**config.mk**
```make
export PLATFORM = sky130hd
export DESIGN_NAME = pulse_measure_channel_config
export DESIGN_NICKNAME = d
export VERILOG_FILES = /design/src/rtl/pulse_measure_pkg.sv /design/src/rtl/pulse_measure_channel_config.sv
export VERILOG_INCLUDE_DIRS = /design/src /design/src/rtl
export SDC_FILE = /design/constraint.sdc
export NUM_CORES = 1
export LEC_CHECK = 0
export BUFFER_PORTS_ARGS = -buffer_cell sky130_fd_sc_hd__clkbuf_2
export CAP_MARGIN = 30
export CORE_MARGIN = 5
export CORE_UTILIZATION = 56
export DETAILED_ROUTE_END_ITERATION = 7
export HOLD_SLACK_MARGIN = 0.05
export MAX_ROUTING_LAYER = met4
export PLACE_DENSITY = 0.78
export SYNTH_ARGS = -nofsm -noshare
export SYNTH_HDL_FRONTEND = slang
export SYNTH_SLANG_ARGS = --single-unit
```
**constraint.sdc**
```tcl
create_clock -name core_clk_i -period 4.95 [get_ports core_clk_i]
set_clock_uncertainty 0.05 [all_clocks]
set_input_delay 1.485 -clock core_clk_i [delete_from_list [all_inputs] [get_ports core_clk_i]]
set_output_delay 1.485 -clock core_clk_i [all_outputs]
set_load 0.005 [all_outputs]
```
**src/rtl/pulse_measure_params.svh**
```systemverilog
// Register map, reset values and timing counts for one measurement channel
// Overview of operation
// - Interval check; fixed value reported on timeout
// - Level-dependent modes report measured line level
// - Angle check once per 720 degree cycle
// - Combined modes: either failed check is timeout
// - Default value used only in fixed modes
// - Interval/check point used only where relevant
// - Angle window applies only in synchronous mode
// - Additive window counts published at upper window limit in synchronous mode
// - Pulse parameter: n-th index or maximum count
// - Angle results relative to reference angle
// - Input line chosen from sixteen by field
// - Mode bit: asynchronous or angle synchronous
// - Reference: none, input line, or channel
// - Edge angle capture codes 14,15,30,31
// - Pulse count codes 16,17,40,41
// - Stepper step count codes 42 and 63
// - Enable-to-n-th-edge time codes 43 to 46
// - Timeout interval never below 1 ms
// - Timeout status 0 none, 1 hit, 2 off
// - Unused channel reports -8888
`ifndef PULSE_MEASURE_PARAMS_SVH
`define PULSE_MEASURE_PARAMS_SVH
`define OFS_CFG       8'h00
`define OFS_TOUT      8'h04
`define OFS_DEFVAL    8'h08
`define OFS_INTERVAL  8'h0c
`define OFS_CHECKPT   8'h10
`define OFS_LOWER     8'h14
`define OFS_UPPER     8'h18
`define OFS_REFANG    8'h1c
`define OFS_PULSES    8'h20
`define OFS_STATUS    8'h24
`define OFS_RESULT    8'h28
`define RST_CFG       32'hff0000ff
`define CLK_PERIOD_NS 10
`define MS_NS         1000000
`define US_NS         1000
`define CYC_PER_MS    (`MS_NS / `CLK_PERIOD_NS)
`define CYC_PER_US    (`US_NS / `CLK_PERIOD_NS)
`define DEG_CYCLE     16'sh02d0
`define MIN_INTVL_MS  16'h0001
`define NO_MEAS_VALUE 32'hffffdd48
`endif

```
**src/rtl/pulse_measure_pkg.sv**
```systemverilog
// Types shared by the measurement channel
package pulse_measure_pkg;
  typedef logic [9:0]        angle_t;
  typedef logic signed [15:0] sangle_t;
  typedef struct packed {
    logic signed [7:0] ref_chan;
    logic [6:0]        rsvd;
    logic              angle_sync_mode;
    logic signed [7:0] line;
    logic signed [7:0] proc;
  } chan_cfg_t;
  typedef enum logic [2:0] {
    tout_off_mode             = 3'h0,
    interval_fixed_mode       = 3'h1,
    interval_level_value_mode = 3'h2,
    angle_fixed_mode          = 3'h3,
    angle_level_value_mode    = 3'h4,
    combined_fixed_mode       = 3'h5,
    combined_level_value_mode = 3'h6
  } tout_mode_t;
  typedef enum logic [1:0] {
    tout_none     = 2'h0,
    tout_hit      = 2'h1,
    tout_inactive = 2'h2
  } tout_stat_t;
  typedef enum logic [7:0] {
    proc_rise_ang   = 8'h0e,
    proc_fall_ang   = 8'h0f,
    proc_win_low    = 8'h10,
    proc_win_high   = 8'h11,
    proc_nth_rise   = 8'h1e,
    proc_nth_fall   = 8'h1f,
    proc_tot_low    = 8'h28,
    proc_tot_high   = 8'h29,
    proc_step_a     = 8'h2a,
    proc_en_nrise   = 8'h2b,
    proc_en_nfall   = 8'h2c,
    proc_low_en     = 8'h2d,
    proc_high_en    = 8'h2e,
    proc_step_b     = 8'h3f
  } proc_t;
endpackage : pulse_measure_pkg

```
**src/rtl/pulse_measure_channel_config.sv**
```systemverilog
// One pulse measurement channel with configuration and timeout supervision
//
// The implementer's own choices: the placing of the registers and the address-and-strobe port.
`timescale 1ns/10ps
`default_nettype none
`include "pulse_measure_params.svh"
module pulse_measure_channel_config #(
  parameter int unsigned CYC_PER_MS = `CYC_PER_MS,
  parameter int unsigned CYC_PER_US = `CYC_PER_US
) (
  input  wire logic                      core_clk_i,    // Clock
  input  wire logic                      rst_b_i,       // Sync reset, low
  input  wire logic [7:0]                addr_i,        // Register byte address
  input  wire logic [31:0]               wr_data_i,     // Write data
  input  wire logic                      wr_en_i,       // Write strobe
  input  wire logic                      rd_en_i,       // Read strobe
  output logic [31:0]                    rd_data_o,     // Read data, next cycle
  input  wire logic [15:0]               lines_i,       // Measured input lines
  input  wire logic [31:0]               peer_level_i,  // Other channel levels
  input  wire pulse_measure_pkg::angle_t crank_angle_i, // Crank angle 0..719
  output logic [31:0]                    result_o,      // Measurement value
  output logic                           update_o,      // Value updated flag
  output logic [1:0]                     tout_status_o  // Timeout status
);
  import pulse_measure_pkg::*;

  chan_cfg_t  cfg_reg,    cfg_next;
  tout_mode_t tmode_reg,  tmode_next;
  logic [31:0] defval_reg, defval_next;
  logic [15:0] intvl_reg,  intvl_next;
  sangle_t    chk_reg,    chk_next;
  sangle_t    low_reg,    low_next;
  sangle_t    up_reg,     up_next;
  sangle_t    refa_reg,   refa_next;
  logic [31:0] npulse_reg, npulse_next;
  logic [31:0] rd_reg,     rd_next;

  logic       line_q_reg, line_q_next;
  logic       en_q_reg,   en_q_next;
  angle_t     ang_q_reg,  ang_q_next;
  logic [31:0] ms_pre_reg, ms_pre_next;
  logic [31:0] us_pre_reg, us_pre_next;
  logic [15:0] ms_cnt_reg, ms_cnt_next;
  logic [31:0] cnt_reg,    cnt_next;
  logic [31:0] acc_reg,    acc_next;
  logic       armed_reg,  armed_next;
  logic       done_reg,   done_next;
  logic       seen_i_reg, seen_i_next;
  logic       seen_a_reg, seen_a_next;
  logic [31:0] res_reg,    res_next;
  logic       upd_reg,    upd_next;
  tout_stat_t tstat_reg,  tstat_next;

  logic       sel, rise, fall, refl, en, edge_hit;
  logic       win, ang_step, at_low, at_up, at_chk;
  logic       ms_tick, us_tick, has_i, has_a, predef;
  logic       chk_i, chk_a, fail, meas_evt, active;
  logic [31:0] meas_val, cnt_inc;
  logic [15:0] intvl_eff;
  angle_t     rel_now;

  function automatic angle_t norm_ang(input sangle_t a);
    sangle_t t;
    t = a;
    if (t < 0) begin
      t = t + `DEG_CYCLE;
    end else if (t >= `DEG_CYCLE) begin
      t = t - `DEG_CYCLE;
    end
    return angle_t'(t);
  endfunction : norm_ang

  function automatic logic in_win(input angle_t a, input angle_t lo,
                                  input angle_t hi);
    if (lo <= hi) begin
      return (a >= lo) && (a <= hi);
    end
    return (a >= lo) || (a <= hi);
  endfunction : in_win

  function automatic logic ref_level(input logic signed [7:0] r,
                                     input logic [15:0] ln,
                                     input logic [31:0] pl);
    logic [7:0] idx;
    idx = 8'(r - 8'sh10);
    if (r < 0) begin
      return 1'b0;
    end else if (r < 8'sh10) begin
      return ln[r[3:0]];
    end else if (r < 8'sh30) begin
      return pl[idx[4:0]];
    end
    return 1'b0;
  endfunction : ref_level

  // Configuration registers and read port
  always_comb begin
    cfg_next    = cfg_reg;
    tmode_next  = tmode_reg;
    defval_next = defval_reg;
    intvl_next  = intvl_reg;
    chk_next    = chk_reg;
    low_next    = low_reg;
    up_next     = up_reg;
    refa_next   = refa_reg;
    npulse_next = npulse_reg;
    rd_next     = 32'h0;
    if (wr_en_i) begin
      if (addr_i == `OFS_CFG) begin
        cfg_next      = chan_cfg_t'(wr_data_i);
        cfg_next.rsvd = 7'h0;
      end else if (addr_i == `OFS_TOUT) begin
        tmode_next = tout_mode_t'(wr_data_i[2:0]);
      end else if (addr_i == `OFS_DEFVAL) begin
        defval_next = wr_data_i;
      end else if (addr_i == `OFS_INTERVAL) begin
        intvl_next = wr_data_i[15:0];
      end else if (addr_i == `OFS_CHECKPT) begin
        chk_next = wr_data_i[15:0];
      end else if (addr_i == `OFS_LOWER) begin
        low_next = wr_data_i[15:0];
      end else if (addr_i == `OFS_UPPER) begin
        up_next = wr_data_i[15:0];
      end else if (addr_i == `OFS_REFANG) begin
        refa_next = wr_data_i[15:0];
      end else if (addr_i == `OFS_PULSES) begin
        npulse_next = wr_data_i;
      end
    end
    if (rd_en_i) begin
      if (addr_i == `OFS_CFG) begin
        rd_next = cfg_reg;
      end else if (addr_i == `OFS_TOUT) begin
        rd_next = {29'h0, tmode_reg};
      end else if (addr_i == `OFS_DEFVAL) begin
        rd_next = defval_reg;
      end else if (addr_i == `OFS_INTERVAL) begin
        rd_next = {16'h0, intvl_reg};
      end else if (addr_i == `OFS_CHECKPT) begin
        rd_next = {16'h0, chk_reg};
      end else if (addr_i == `OFS_LOWER) begin
        rd_next = {16'h0, low_reg};
      end else if (addr_i == `OFS_UPPER) begin
        rd_next = {16'h0, up_reg};
      end else if (addr_i == `OFS_REFANG) begin
        rd_next = {16'h0, refa_reg};
      end else if (addr_i == `OFS_PULSES) begin
        rd_next = npulse_reg;
      end else if (addr_i == `OFS_STATUS) begin
        rd_next = {28'h0, win, upd_reg, tstat_reg};
      end else if (addr_i == `OFS_RESULT) begin
        rd_next = res_reg;
      end
    end
  end

  always_ff @(posedge core_clk_i) begin
    if (!rst_b_i) begin
      cfg_reg    <= chan_cfg_t'(`RST_CFG);
      tmode_reg  <= tout_off_mode;
      defval_reg <= 32'h0;
      intvl_reg  <= `MIN_INTVL_MS;
      chk_reg    <= 16'h0;
      low_reg    <= 16'h0;
      up_reg     <= 16'h0;
      refa_reg   <= 16'h0;
      npulse_reg <= 32'h0;
      rd_reg     <= 32'h0;
    end else begin
      cfg_reg    <= cfg_next;
      tmode_reg  <= tmode_next;
      defval_reg <= defval_next;
      intvl_reg  <= intvl_next;
      chk_reg    <= chk_next;
      low_reg    <= low_next;
      up_reg     <= up_next;
      refa_reg   <= refa_next;
      npulse_reg <= npulse_next;
      rd_reg     <= rd_next;
    end
  end

  // Input selection, angle events and time bases
  always_comb begin
    sel      = lines_i[cfg_reg.line[3:0]];
    rise     = sel & ~line_q_reg;
    fall     = ~sel & line_q_reg;
    refl     = ref_level(cfg_reg.ref_chan, lines_i, peer_level_i);
    ang_step = crank_angle_i != ang_q_reg;
    at_low   = ang_step && (crank_angle_i == norm_ang(low_reg));
    at_up    = ang_step && (crank_angle_i == norm_ang(up_reg));
    at_chk   = ang_step && (crank_angle_i == norm_ang(chk_reg));
    win      = !cfg_reg.angle_sync_mode ||
               in_win(crank_angle_i, norm_ang(low_reg), norm_ang(up_reg));
    rel_now  = norm_ang(sangle_t'({6'h0, crank_angle_i}) -
                        sangle_t'({6'h0, norm_ang(refa_reg)}));
    ms_tick  = ms_pre_reg == CYC_PER_MS - 1;
    us_tick  = us_pre_reg == CYC_PER_US - 1;
    intvl_eff = (intvl_reg < `MIN_INTVL_MS) ? `MIN_INTVL_MS : intvl_reg;
    cnt_inc  = cnt_reg + 32'h1;
    has_i    = (tmode_reg == interval_fixed_mode) || (tmode_reg == interval_level_value_mode) ||
               (tmode_reg == combined_fixed_mode) || (tmode_reg == combined_level_value_mode);
    has_a    = (tmode_reg == angle_fixed_mode) || (tmode_reg == angle_level_value_mode) ||
               (tmode_reg == combined_fixed_mode) || (tmode_reg == combined_level_value_mode);
    predef   = (tmode_reg == interval_fixed_mode) || (tmode_reg == angle_fixed_mode) ||
               (tmode_reg == combined_fixed_mode);
    en       = (proc_t'(cfg_reg.proc) == proc_low_en) ? ~refl : refl;
    edge_hit = (proc_t'(cfg_reg.proc) == proc_en_nfall) ? fall : rise;
  end

  // Measurement procedures and timeout supervision
  always_comb begin
    line_q_next = sel;
    en_q_next   = en;
    ang_q_next  = crank_angle_i;
    ms_pre_next = ms_tick ? 32'h0 : ms_pre_reg + 32'h1;
    us_pre_next = us_tick ? 32'h0 : us_pre_reg + 32'h1;
    cnt_next    = cnt_reg;
    acc_next    = acc_reg;
    armed_next  = armed_reg;
    done_next   = done_reg;
    meas_evt    = 1'b0;
    meas_val    = res_reg;
    active      = 1'b1;
    if (at_low) begin
      done_next = 1'b0;
    end
    case (proc_t'(cfg_reg.proc))
      proc_rise_ang, proc_fall_ang: begin
        if (((proc_t'(cfg_reg.proc) == proc_rise_ang) ? rise : fall) && win &&
            !(cfg_reg.angle_sync_mode && done_reg)) begin
          meas_evt  = 1'b1;
          meas_val  = {22'h0, rel_now};
          done_next = 1'b1;
        end
      end
      proc_nth_rise, proc_nth_fall: begin
        if (at_low) begin
          cnt_next = 32'h0;
        end
        if (((proc_t'(cfg_reg.proc) == proc_nth_rise) ? rise : fall) && win) begin
          cnt_next = cnt_inc;
          if ((npulse_reg == 32'h0) || (cnt_inc == npulse_reg)) begin
            meas_evt = 1'b1;
            meas_val = {22'h0, rel_now};
          end
        end
      end
      proc_win_low, proc_win_high, proc_tot_low, proc_tot_high: begin
        if (((proc_t'(cfg_reg.proc) == proc_win_low) ||
             (proc_t'(cfg_reg.proc) == proc_tot_low) ? rise : fall) &&
            ((proc_t'(cfg_reg.proc) == proc_tot_low) ||
             (proc_t'(cfg_reg.proc) == proc_tot_high) || win) &&
            ((npulse_reg == 32'h0) || (cnt_reg < npulse_reg))) begin
          cnt_next = cnt_inc;
          if ((proc_t'(cfg_reg.proc) == proc_tot_low) ||
              (proc_t'(cfg_reg.proc) == proc_tot_high) ||
              !cfg_reg.angle_sync_mode) begin
            meas_evt = 1'b1;
            meas_val = cnt_inc;
          end
        end
        if (at_up && cfg_reg.angle_sync_mode &&
            ((proc_t'(cfg_reg.proc) == proc_win_low) ||
             (proc_t'(cfg_reg.proc) == proc_win_high))) begin
          meas_evt = 1'b1;
          meas_val = cnt_reg;
          cnt_next = 32'h0;
        end
      end
      proc_step_a, proc_step_b: begin
        if (rise && win) begin
          cnt_next = refl ? cnt_reg - 32'h1 : cnt_inc;
          meas_evt = 1'b1;
          meas_val = cnt_next;
        end
      end
      proc_en_nrise, proc_en_nfall, proc_low_en, proc_high_en: begin
        if (en && !en_q_reg) begin
          armed_next = 1'b1;
          acc_next   = 32'h0;
          cnt_next   = 32'h0;
        end else if (armed_reg) begin
          if (us_tick) begin
            acc_next = acc_reg + 32'h1;
          end
          if (edge_hit && win) begin
            cnt_next = cnt_inc;
            if (cnt_inc >= npulse_reg) begin
              meas_evt   = 1'b1;
              meas_val   = acc_reg;
              armed_next = 1'b0;
            end
          end
        end
      end
      default: begin
        active = 1'b0;
      end
    endcase
    if (wr_en_i && (addr_i == `OFS_CFG)) begin
      cnt_next = 32'h0;
    end
  end

  always_comb begin
    chk_i       = 1'b0;
    chk_a       = has_a && at_chk;
    ms_cnt_next = has_i ? ms_cnt_reg : 16'h0;
    if (has_i && ms_tick) begin
      if (ms_cnt_reg + 16'h1 >= intvl_eff) begin
        ms_cnt_next = 16'h0;
        chk_i       = 1'b1;
      end else begin
        ms_cnt_next = ms_cnt_reg + 16'h1;
      end
    end
    seen_i_next = seen_i_reg | meas_evt;
    seen_a_next = seen_a_reg | meas_evt;
    fail        = (chk_i && !seen_i_next) || (chk_a && !seen_a_next);
    if (chk_i) begin
      seen_i_next = 1'b0;
    end
    if (chk_a) begin
      seen_a_next = 1'b0;
    end
    res_next   = res_reg;
    tstat_next = tstat_reg;
    upd_next   = upd_reg && !(rd_en_i && (addr_i == `OFS_RESULT));
    if (!active) begin
      res_next   = `NO_MEAS_VALUE;
      tstat_next = tout_inactive;
    end else if (meas_evt) begin
      res_next   = meas_val;
      upd_next   = 1'b1;
      tstat_next = (has_i || has_a) ? tout_none : tout_inactive;
    end else if (fail) begin
      res_next   = predef ? defval_reg : {31'h0, sel};
      upd_next   = 1'b1;
      tstat_next = tout_hit;
    end else if (!(has_i || has_a)) begin
      tstat_next = tout_inactive;
    end
  end

  always_ff @(posedge core_clk_i) begin
    if (!rst_b_i) begin
      line_q_reg <= 1'b0;
      en_q_reg   <= 1'b0;
      ang_q_reg  <= 10'h0;
      ms_pre_reg <= 32'h0;
      us_pre_reg <= 32'h0;
      ms_cnt_reg <= 16'h0;
      cnt_reg    <= 32'h0;
      acc_reg    <= 32'h0;
      armed_reg  <= 1'b0;
      done_reg   <= 1'b0;
      seen_i_reg <= 1'b0;
      seen_a_reg <= 1'b0;
      res_reg    <= `NO_MEAS_VALUE;
      upd_reg    <= 1'b0;
      tstat_reg  <= tout_inactive;
    end else begin
      line_q_reg <= line_q_next;
      en_q_reg   <= en_q_next;
      ang_q_reg  <= ang_q_next;
      ms_pre_reg <= ms_pre_next;
      us_pre_reg <= us_pre_next;
      ms_cnt_reg <= ms_cnt_next;
      cnt_reg    <= cnt_next;
      acc_reg    <= acc_next;
      armed_reg  <= armed_next;
      done_reg   <= done_next;
      seen_i_reg <= seen_i_next;
      seen_a_reg <= seen_a_next;
      res_reg    <= res_next;
      upd_reg    <= upd_next;
      tstat_reg  <= tstat_next;
    end
  end

  assign rd_data_o     = rd_reg;
  assign result_o      = res_reg;
  assign update_o      = upd_reg;
  assign tout_status_o = tstat_reg;
endmodule : pulse_measure_channel_config
`default_nettype wire

```
; Word-level counts from Yosys, hierarchy flattened
; Index checks and enable logic that the tools add are counted.
[totals]
regBits = 399
inputBits = 102
output_inout_bits = 67
wordCells = 323
[classes]
addsub = 18
n_lt_le_gt_ge = 23
eq_ne = 55
mux = 102
bitwise_logic = 17
reduce_logical = 79
[op_table]
columns = operator, n
row1 = two-way mux 32 bit, 36
row2 = case mux 32 bit (5 select lines), 1
row3 = adder 32 x 1 -> 32 bit (second input constant), 4
row4 = case mux 32 bit (4 select lines), 1
row5 = two-way mux 10 bit, 10
row6 = == test 8 x 6 -> 1 bit (second input constant), 11
row7 = < comparator 16 x 1 -> 1 bit (second input constant), 5
row8 = == test 8 x 5 -> 1 bit (second input constant), 8
row9 = greater-or-equal comparator 16 x 11 -> 1 bit (second input constant), 4
row10 = two-way mux 16 bit, 4
row11 = adder 10 bit (second input constant), 5
row12 = subtractor 10 bit (second input constant), 5
row13 = two-way mux 1 bit, 42
row14 = inequality test 3 bit (second input constant), 13
row15 = == test 32 x 17 -> 1 bit (second input constant), 1
row16 = == test 32 bit, 1
row17 = == test 32 x 7 -> 1 bit (second input constant), 1
row18 = == test 8 x 4 -> 1 bit (second input constant), 4
row19 = greater-or-equal comparator 32 bit, 1
row20 = logical NOT 32 bit, 1
row21 = < comparator 32 bit, 1
row22 = subtractor 32 x 1 -> 32 bit (second input constant), 1
row23 = == test 10 bit, 3
row24 = logical AND 1 bit, 22
row25 = 48 further kinds, 109

; Depth between registers and ports, before layout
; Gate-level depths: netlist of run 1.
[depth]
ltp_word = 21
depth_mapped = 25
mapped_depth_nobuf = 22

; Worst setup path before layout of run 1
; No wires, ideal clock.
[synth_timing]
kind = reg-to-reg
startpoint = register cnt_reg[6]
endpoint = register res_reg[30], in the netlist result_o[30]
setup_ps = 114
arrival_time_ps = 5233
t_required_ps = 4786
path_slack_ps = -447
stages_incl_launch_ff = 24
path_buffers = 2
period_less_slack_ps = 5397
cell_sequence = dfxtp_1 > clkbuf_1 > and4_1 > nor2b_1 > and2_1 > nand4_1 > or3_1 > nor2_1 > nand4_1 > xnor2_1 > ha_1 > nand4_1 > nor4_1 > nand2_1 > or3_1 > o211a_1 > o31ai_1 > nor3_1 > o311a_1 > o221ai_1 > a21o_1 > clkbuf_1 > nand4_1 > a21o_1
[synth_between]
elab_chain_cells = 13
word_cells_on_any_way = 44
cone_classes = add/sub (2) / order compare (2) / eq/ne (12) / mux (16) / bitwise (2) / reduce/logical (10)
[synth_rtl]
columns = element, line_no
row1 = start: declaration, pulse_measure_channel_config.sv:44  ; logic [31:0] cnt_reg, cnt_next;
row2 = start signal: assignment, pulse_measure_channel_config.sv:370  ; cnt_reg <= cnt_next;
row3 = adder 32 x 1 -> 32 bit, pulse_measure_channel_config.sv:200  ; cnt_inc = cnt_reg + 32'h1;
row4 = greater-or-equal comparator 32 bit, pulse_measure_channel_config.sv:289  ; if (cnt_inc >= npulse_reg) begin
row5 = two-way mux 1 bit, pulse_measure_channel_config.sv:289
row6 = two-way mux 1 bit, pulse_measure_channel_config.sv:287  ; if (edge_hit && win) begin
row7 = two-way mux 1 bit, pulse_measure_channel_config.sv:283  ; end else if (armed_reg) begin
row8 = two-way mux 1 bit, pulse_measure_channel_config.sv:279  ; if (en && !en_q_reg) begin
row9 = case mux 1 bit (5 select lines), pulse_measure_channel_config.sv:228  ; case (proc_t'(cfg_reg.proc))
row10 = "OR 1 bit, on equally long branches", "pulse_measure_channel_config.sv:318, pulse_measure_channel_config.sv:319"
row11 = logical NOT 1 bit, pulse_measure_channel_config.sv:320  ; fail = (chk_i && !seen_i_next) || (chk_a && !seen_a_next);
row12 = logical AND 1 bit, pulse_measure_channel_config.sv:320
row13 = logical OR 1 bit, pulse_measure_channel_config.sv:320
row14 = nonzero test 2 bit (no source line), -
row15 = AND reduction 12 bit (no source line), -
row16 = end signal: assignment, pulse_measure_channel_config.sv:360  ; res_reg <= `NO_MEAS_VALUE;
row17 = end signal: assignment, pulse_measure_channel_config.sv:376  ; res_reg <= res_next;
row18 = end: declaration, pulse_measure_channel_config.sv:50  ; logic [31:0] res_reg, res_next;
; Parallel ways exist; a longest one is shown, timed or not. The select of a mux whose other input is x is not followed.
; A chain may end at the register's enable or synchronous reset.

; Final worst setup path of run 1
[layout_timing]
startpoint = register cnt_reg[7]
endpoint = register res_reg[27], in the netlist result_o[27]
; Same word-level chain as after synthesis.

==> results.txt, run 1 <==
----------------------------------------------------
[Run status]
  Run status ... finished, violations left
  Failing checks ... DRC

[Pwr]
  Largest voltage drop on the vdd net ... 260 uV
  Power density over cell area ... ~250 mW/mm2
  Total power consumption of the routed design ... roughly 7.3 mW
  Static Leakage ... 11.7 nW

[Logic synthesis]
  Area leader, netlist ... sky130_fd_sc_hd__dfxtp_1
  Mean cell area of the mapped netlist ... slightly below 8 um2
  Register bit count reported by yosys ... about 400
  Yosys synthesis warning count ... 0
  Number of distinct library cells after synthesis ... 88
  Post-synth top cells ... 549 x sky130_fd_sc_hd__nand2_1, 399 x sky130_fd_sc_hd__dfxtp_1, 227 x sky130_fd_sc_hd__nor2_1
  Top FF cell, synth ... sky130_fd_sc_hd__dfxtp_1
  EDFF count, synth ... 0
  Post-Syn Instances ... approximately 3200
  Top cell type's share of synthesized area ... 31.8%
  Leading cell type by number of instances after synthesis ... sky130_fd_sc_hd__nand2_1
  Post-Syn Nets ... between 3000 and 4000
  Largest cells by area after synthesis ... sky130_fd_sc_hd__dfxtp_1 32%, sky130_fd_sc_hd__nand2_1 8.2%, sky130_fd_sc_hd__ha_1 6.5%, sky130_fd_sc_hd__a21boi_0 5.0%, sky130_fd_sc_hd__xor2_1 3.8%
  Sequential cell area fraction in the yosys report ... approximately a third
  Share of async-settable or async-resettable flops after synthesis ... 0%
  Post-synthesis cell area ... roughly 0.025 mm2

[Clock tree]
  Clock transition at the registers of the reported paths ... approximately 60 ps
  Maximum buffer depth of the clock tree ... 3
  Num CTS Buffers ... 45
  Clock latency reported for the late side of the worst-skew pair ... 600 ps
  CTS tree ... done
  CTS HTree Levels ... 2
  Number of hold buffers added after CTS ... 0
  Root Buffer ... sky130_fd_sc_hd__clkbuf_16
  Clock Sink Count ... about 400

[Place]
  DP HPWL ... slightly below 70000 um
  RD Place Congestion ... around 1
  Post-Place Setup Slack ... -246 ps
  Number of input and output port buffers inserted ... around 170

[Global routing]
  Number of global-route vias before repair ... around 25000
  Initial antenna violation count ... 1
  Global-route wire length before repair ... between 100000 and 150000 um
  Pin count of the biggest net entering global routing ... 123
  Gr ovfl total ... 0
  Global routing usage summed across all routing layers ... ~36%

[Critical path]
  Arrival time of data at the critical path endpoint ... approximately 5400 ps
  FF-to-FF End ... result_o[27]
  Largest fanout on the critical path ... 8
  Nature of the critical path startpoint ... register
  CP most frequent cell ... sky130_fd_sc_hd__nand4_1
  Depth of the worst register-to-register path ... 24
  Cell Chain, Critical Path ... and4_4 -> nor2b_4 -> and2_4 -> nand4_1 -> or2_4 -> nor2_4 -> buf_6 -> nand3_4 -> xnor2_2 -> ha_1 -> nand4_1 -> nor4_4 -> nand2_1 -> or3_4 -> o211a_1 -> o31ai_1 -> nor3_1 -> o311a_1 -> a21oi_1 -> buf_4 -> a21oi_4 -> buf_8 -> mux2_4 -> nand2_2
  Type of element capturing the critical path ... register
  Largest stage delay, worst path ... 410 ps
  Slowest library cell on the worst path ... sky130_fd_sc_hd__or3_4
  Delay-heaviest family, CP ... simple AND/OR/NAND/NOR gates
  Worst reg2reg startpoint ... cnt_reg[7]
  Worst path required time ... between 5000 and 6000 ps
  Setup slack on the worst flop-to-flop path ... approximately 4.9 ps
  Critical path class ... reg2reg
  Critical path buffers and inverters ... 3

[Drt]
  Iteration-0 DRC Markers ... 3439
  Detailed-routing iteration count for the pre-antenna-repair pass ... 8
  Via count ... 25800
  Wirelength, routed ... roughly 90000 um
  Number of DRC violations after detailed routing ... 8
  Routed length per placed instance ... 22.8 um
  Number of vias per cell after detailed routing ... 6.45
  Count of nets left with antenna violations after detail routing ... 0

[Run]
  Number of maximum-capacitance violations ... 0

[Worst hold path]
  Launch point of the worst hold path ... us_pre_reg[0]
  Cell depth of the worst min-delay path ... 1
  Class of the most critical hold timing path ... reg2reg
  Hold endpoint ... us_pre_reg[0]

[Floorplanning]
  Starting density of the core ... 56.7%
  Placeable Area ... ~0.044 mm2
  Die extent in x ... between 200 and 250 um
  Die Footprint ... 0.0492 mm2
  Chip height ... ~220 um
  I/O Pins ... around 170
  # rows ... between 70 and 80

[Timing]
  Setup slack of the critical path after layout ... a little under 5 ps
  Final-layout setup total negative slack ... 0 ps
  Crit path time final ... a little under 5000 ps
  Endpoints failing setup ... 0
  Share of the cycle needed by the critical path after routing ... ~100%
  Final hold violation count ... 0
  Worst slew slack as a fraction of its limit ... between 20% and 30%
  Pin slew with the least headroom to its limit ... roughly 1100 ps
  Maximum clock rate ... 202 MHz
  Final Slew Violations ... 0
  Setup repair after global routing missed its margin ... true

[Finish]
  Proportion of layout cells with a drive suffix above 1 ... between 15 and 20%
  Final core area utilization ... between 60% and 70%
  Layout overhead on the synthesized area ... 17.0%
  Net count, final ... 3612

----------------------------------------------------
kinds of logic (layout without fill, tap and decap cells):
kind of cell / count (synthesis) / after routing / synth area share (%)
buffers and inverters: 330 / 555 / 5.23
and+or+nand+nor: 1278 / 1278 / 23.6
xor gates and xnor gates: 201 / 201 / 7.14
muxes: 69 / 69 / 3.74
AOI/OAI and AO/OA: 775 / 775 / 21.7
DFF: 399 / 399 / 31.8
adders and majority gates: 136 / 136 / 6.76
other: 0 / 1 / 0
where the power goes:
part / switching [mW] / leakage [nW] / internal, mW
logic: 0.259 / 7.64 / 0.163
clock network: 1.44 / 0.794 / 2.19
registers: 0.00974 / 3.22 / 3.22
worst max path at each step:
stage                     startpoint      endpoint  cells past startpoint
after floorplan           cnt_reg[6]   result_o[3]                     25
after global placement    cnt_reg[7]  result_o[24]                     24
after detailed placement  cnt_reg[7]  result_o[27]                     24
after CTS                 cnt_reg[7]  result_o[27]                     23
after global routing      cnt_reg[5]  result_o[18]                     23
final                     cnt_reg[7]  result_o[27]                     24
metal layers:
layer	GRT usage, %	wire length, um	part of all wire, %	vias to the layer above
met1	45.5	35100	38	12200
met5	-	0	0	-
met2	55.8	41200	45	1578
met3	6.54	9510	10	360
li1	-	-	-	11700
met4	18.2	5460	6.0	0
cell type report:
type,count,area [um2]
clock inverters,25,348
well taps,592,741
clock buffers,56,1270
multi-input cells,2459,16100
repair buffers,357,2500
diodes,1,2.50
flip-flops and latches,399,8000
inverters,117,439
fillers,3698,14900
through the flow:
stage,area [um2],cells,hold slack (ps)
2_1_floorplan,25200,3188,365
5_1_grt,29400,4006,451
4_1_cts,29100,3993,422
3_3_place_gp,27300,3904,393
6_report,29400,4006,419
3_5_place_dp,27400,3906,413
repair_timing:
action,in CTS,in global routing
buffers inserted,4,11
gates resized for setup,21,41
pin swaps,14,22
gates cloned,2,0
endpoints found under the setup margin,36,58
cell usage in the layout, fill, tap and decap left out, types with 21 or more instances in the layout:
master,n
sky130_fd_sc_hd__o22ai_1,23
sky130_fd_sc_hd__ha_1,129
sky130_fd_sc_hd__and2_1,49
sky130_fd_sc_hd__nand2_1,546
sky130_fd_sc_hd__nor2_1,219
sky130_fd_sc_hd__a222oi_1,27
sky130_fd_sc_hd__a21oi_1,119
sky130_fd_sc_hd__xor2_1,107
sky130_fd_sc_hd__nand3_1,113
sky130_fd_sc_hd__nor4_1,37
sky130_fd_sc_hd__o221ai_1,21
sky130_fd_sc_hd__clkbuf_16,47
sky130_fd_sc_hd__a211oi_1,32
sky130_fd_sc_hd__and3_1,48
sky130_fd_sc_hd__nor3_1,57
sky130_fd_sc_hd__a22oi_1,33
sky130_fd_sc_hd__nand2b_1,24
sky130_fd_sc_hd__a221oi_1,28
sky130_fd_sc_hd__inv_1,117
sky130_fd_sc_hd__dfxtp_1,389
sky130_fd_sc_hd__a21boi_0,168
sky130_fd_sc_hd__nor2b_1,36
sky130_fd_sc_hd__xnor2_1,88
sky130_fd_sc_hd__buf_4,169
sky130_fd_sc_hd__o21ai_0,119
sky130_fd_sc_hd__nand4_1,48
sky130_fd_sc_hd__mux2i_1,32
sky130_fd_sc_hd__a21o_1,38
sky130_fd_sc_hd__clkbuf_2,167
(Power assumes the default switching activity.)
==> run 2, diff against run 1 <==
--- a/config.mk
+++ b/config.mk
@@ -6,6 +6,7 @@
 export SDC_FILE = /design/constraint.sdc
 export NUM_CORES = 1
 export LEC_CHECK = 0
+export ABC_AREA = 1
 export BUFFER_PORTS_ARGS = -buffer_cell sky130_fd_sc_hd__clkbuf_2
 export CAP_MARGIN = 30
 export CORE_MARGIN = 5
@@ -13,7 +14,7 @@
 export DETAILED_ROUTE_END_ITERATION = 7
 export HOLD_SLACK_MARGIN = 0.05
 export MAX_ROUTING_LAYER = met4
-export PLACE_DENSITY = 0.78
+export PLACE_DENSITY = 0.77
 export SYNTH_ARGS = -nofsm -noshare
 export SYNTH_HDL_FRONTEND = slang
 export SYNTH_SLANG_ARGS = --single-unit
==> run 2 against run 1 <==
Effect of this change:
- the flow now finishes without violations
- register-to-register slack gained 230 ps
- power shrank 2.5%
- sequential power is essentially flat
- setup slack gained 230 ps
- count of clock-buffer cells in the layout grew 11
- critical path type unchanged
- critical endpoint is now result_o[4]
- largest power group unchanged
==> results.txt, run 2 <==
----------------------------------------------------
[Drt]
  Detailed-routing iteration count for the pre-antenna-repair pass ... 7 (-1)
  Wirelength, routed ... 91800 um (+0.56%)
  Routed length per placed instance ... 20.0 um (-12%)
  Number of DRC violations after detailed routing ... 0 (-8)
  Number of vias per cell after detailed routing ... 6.10 (-5.4%)
  Count of nets left with antenna violations after detail routing ... 0 (unchanged)
  Iteration-0 DRC Markers ... 3508 (+2.0%)
  Via count ... 28000 (+8.4%)

[Logic synthesis]
  Post-Syn Nets ... 4064 (+19%)
  Mean cell area of the mapped netlist ... 6.75 um2 (-14%)
  Post-synth top cells ... 634 x sky130_fd_sc_hd__nand2_1, 493 x sky130_fd_sc_hd__inv_1, 399 x sky130_fd_sc_hd__dfxtp_1
  EDFF count, synth ... 0 (unchanged)
  Top FF cell, synth ... sky130_fd_sc_hd__dfxtp_1
  Register bit count reported by yosys ... 399 (unchanged)
  Sequential cell area fraction in the yosys report ... 30.9% (-0.88 points)
  Share of async-settable or async-resettable flops after synthesis ... 0% (unchanged)
  Top cell type's share of synthesized area ... 30.9% (-0.88 points)
  Leading cell type by number of instances after synthesis ... sky130_fd_sc_hd__nand2_1
  Largest cells by area after synthesis ... sky130_fd_sc_hd__dfxtp_1 31%, sky130_fd_sc_hd__nand2_1 9.2%, sky130_fd_sc_hd__o21ai_0 7.5%, sky130_fd_sc_hd__inv_1 7.2%, sky130_fd_sc_hd__a21oi_1 6.9%
  Yosys synthesis warning count ... 0 (unchanged)
  Post-synthesis cell area ... 0.0259 mm2 (+2.9%)
  Post-Syn Instances ... 3831 (+20%)
  Number of distinct library cells after synthesis ... 68 (-23%)
  Area leader, netlist ... sky130_fd_sc_hd__dfxtp_1

[Pwr]
  Static Leakage ... 12.1 nW (+3.7%)
  Total power consumption of the routed design ... 7.10 mW (-2.5%)
  Power density over cell area ... 244 mW/mm2 (-1.4%)
  Largest voltage drop on the vdd net ... 299 uV (+15%)

[Global routing]
  Gr ovfl total ... 0 (unchanged)
  Initial antenna violation count ... 0 (-1)
  Pin count of the biggest net entering global routing ... 93 (-24%)
  Global routing usage summed across all routing layers ... 35.3% (-0.73 points)
  Global-route wire length before repair ... 139000 um (-0.49%)
  Number of global-route vias before repair ... 24600 (-0.58%)

[Critical path]
  Setup slack on the worst flop-to-flop path ... 240 ps (+230 ps)
  Critical path buffers and inverters ... 2 (-1)
  Delay-heaviest family, CP ... simple AND/OR/NAND/NOR gates
  FF-to-FF End ... result_o[4]
  CP Depth ... 26 (+8.3%)
  Worst reg2reg startpoint ... refa_reg[5]
  Critical Path Source ... refa_reg[5]
  Largest fanout on the critical path ... 5 (-3)
  Nature of the critical path startpoint ... register
  Largest stage delay, worst path ... 380 ps (-30 ps)
  Worst path required time ... 5370 ps (-40 ps)
  Type of element capturing the critical path ... register
  Depth of the worst register-to-register path ... 26 (+8.3%)
  Arrival time of data at the critical path endpoint ... 5130 ps (-280 ps)
  Endpoint of the worst setup timing path ... result_o[4]
  Slowest library cell on the worst path ... sky130_fd_sc_hd__dfxtp_1
  Critical path class ... reg2reg
  CP most frequent cell ... sky130_fd_sc_hd__nand2_1

[Clock tree]
  Number of hold buffers added after CTS ... 0 (unchanged)
  Maximum buffer depth of the clock tree ... 3 (unchanged)
  Clock transition at the registers of the reported paths ... 60 ps (about the same)
  Clock Sink Count ... 399 (unchanged)
  CTS tree ... done
  Num CTS Buffers ... 45 (unchanged)
  Root Buffer ... sky130_fd_sc_hd__clkbuf_16
  Clock latency reported for the late side of the worst-skew pair ... 600 ps (about the same)
  CTS HTree Levels ... 2 (unchanged)

[Floorplanning]
  I/O Pins ... 169 (unchanged)
  # rows ... 78 (+1.3%)
  Starting density of the core ... 56.7% (about the same)
  Die extent in x ... 225 um (+1.4%)
  Die Footprint ... 0.0506 mm2 (+2.7%)
  Placeable Area ... 0.0456 mm2 (+2.8%)
  Chip height ... 225 um (+1.4%)

[Timing]
  Share of the cycle needed by the critical path after routing ... 95.2% (-4.7 points)
  Pin slew with the least headroom to its limit ... 1020 ps (-109 ps)
  Setup slack of the critical path after layout ... 238 ps (+233 ps)
  Crit path time final ... 4710 ps (-233 ps)
  Final-layout setup total negative slack ... 0 ps (unchanged)
  Final hold violation count ... 0 (unchanged)
  Maximum clock rate ... 212 MHz (+4.9%)
  Final Slew Violations ... 0 (unchanged)
  Worst slew slack as a fraction of its limit ... 31.6% (+7.4 points)
  Endpoints failing setup ... 0 (unchanged)

[Finish]
  Antenna diode count ... 0 (-1)
  Final core area utilization ... 63.8% (-2.6 points)
  Commonest cells after routing, fill and taps aside ... 633 x sky130_fd_sc_hd__nand2_1, 491 x sky130_fd_sc_hd__inv_1, 397 x sky130_fd_sc_hd__dfxtp_1, 387 x sky130_fd_sc_hd__o21ai_0, 359 x sky130_fd_sc_hd__a21oi_1
  Post-Layout Inst Area ... 0.0291 mm2 (-1.1%)
  Layout overhead on the synthesized area ... 12.5%
  Filler cell count in the final layout ... 4215 (+14%)
  Proportion of layout cells with a drive suffix above 1 ... 10.3% (-6.0 points)
  Commonest non-fill, non-tap cell in the layout ... sky130_fd_sc_hd__nand2_1
  Net count, final ... 4187 (+16%)

[Place]
  RD Place Congestion ... 1.07 (+5.8%)
  Number of input and output port buffers inserted ... 168 (unchanged)
  Post-Place Setup Slack ... 86.5 ps (+333 ps)
  Post-detailed-placement cell area ... 0.0274 mm2 (+0.17%)
  DP HPWL ... 69200 um (+2.6%)

[Worst hold path]
  Cell depth of the worst min-delay path ... 1 (unchanged)
  Class of the most critical hold timing path ... reg2reg

[Run]
  Number of maximum-capacitance violations ... 0 (unchanged)

[Run status]
  Run status ... finished, final reports clean

----------------------------------------------------
run 2: changes by cell type after synthesis, moves of 50 or more:
cell / change
sky130_fd_sc_hd__a21boi_0: -166
sky130_fd_sc_hd__nand3_1: +55
sky130_fd_sc_hd__o211ai_1: +53
sky130_fd_sc_hd__o21ai_0: +268
sky130_fd_sc_hd__clkbuf_1: -50
sky130_fd_sc_hd__a21oi_1: +237
sky130_fd_sc_hd__nor2_1: +92
sky130_fd_sc_hd__xnor2_1: -67
sky130_fd_sc_hd__nand2_1: +85
sky130_fd_sc_hd__inv_1: +376
run 2: logic make-up (layout without fill, tap and decap cells):
| kind of cell | after synthesis | after routing | synth area share (%) |
|---|---|---|---|
| compound gates | 1033 | 1033 | 22.8 |
| xor+xnor | 130 | 130 | 4.43 |
| fa+ha+maj | 131 | 131 | 6.37 |
| buf+inv | 684 | 843 | 10.3 |
| flops | 399 | 399 | 30.9 |
| mux | 3 | 3 | 0.116 |
| simple gates | 1451 | 1451 | 25.1 |
run 2: worst min-delay path by stage:
stage | endpoint | from | slack [ps]
6_report | ms_pre_reg[0] | ms_pre_reg[0] | 390
5_1_grt | ms_pre_reg[0] | ms_pre_reg[0] | 420
4_1_cts | ms_pre_reg[0] | ms_pre_reg[0] | 400
3_5_place_dp | ms_pre_reg[0] | ms_pre_reg[0] | 390
3_3_place_gp | ms_pre_reg[0] | ms_pre_reg[0] | 380
2_1_floorplan | us_pre_reg[0] | us_pre_reg[0] | 370
run 2: report_power, final:
group,switching (mW),internal (mW)
Sequential,0.00832,3.22
Clock,1.45,1.99
Combinational,0.287,0.139
Total,1.75,5.35
run 2: timing repair:
action | in CTS | in global routing
hold endpoints to repair | 0 | 0
buffers inserted | 0 | 5
endpoints found under the setup margin | 0 | 36
gates resized for setup | 0 | 29
run 2: area by class of cell:
cell class	count	area (um2)	area share [%]
Clock inverter	16	176	0.607
Sequential cell	399	7990	27.5
Clock buffer	67	1340	4.61
Inverter	514	1930	6.64
Timing Repair Buffer	246	1570	5.39
Tap cell	600	751	2.58
Multi-Input combinational cell	2748	15300	52.7
run 2: routing by layer:
layer	vias up	global-route usage, %	wire length (um)	part of all wire, %
met3	291	5.95	10300	11
met5	-	-	0	0
met2	1582	51.8	39100	43
met1	12800	48.2	37800	41
li1	13300	-	-	-
met4	0	15.2	4560	5.0
run 2: metrics by stage:
stage / hold slack (ps) / cells
after floorplan: 368 / 3831
after global placement: 384 / 4500
after detailed placement: 385 / 4501
after CTS: 398 / 4584
after global routing: 419 / 4590
final: 394 / 4590
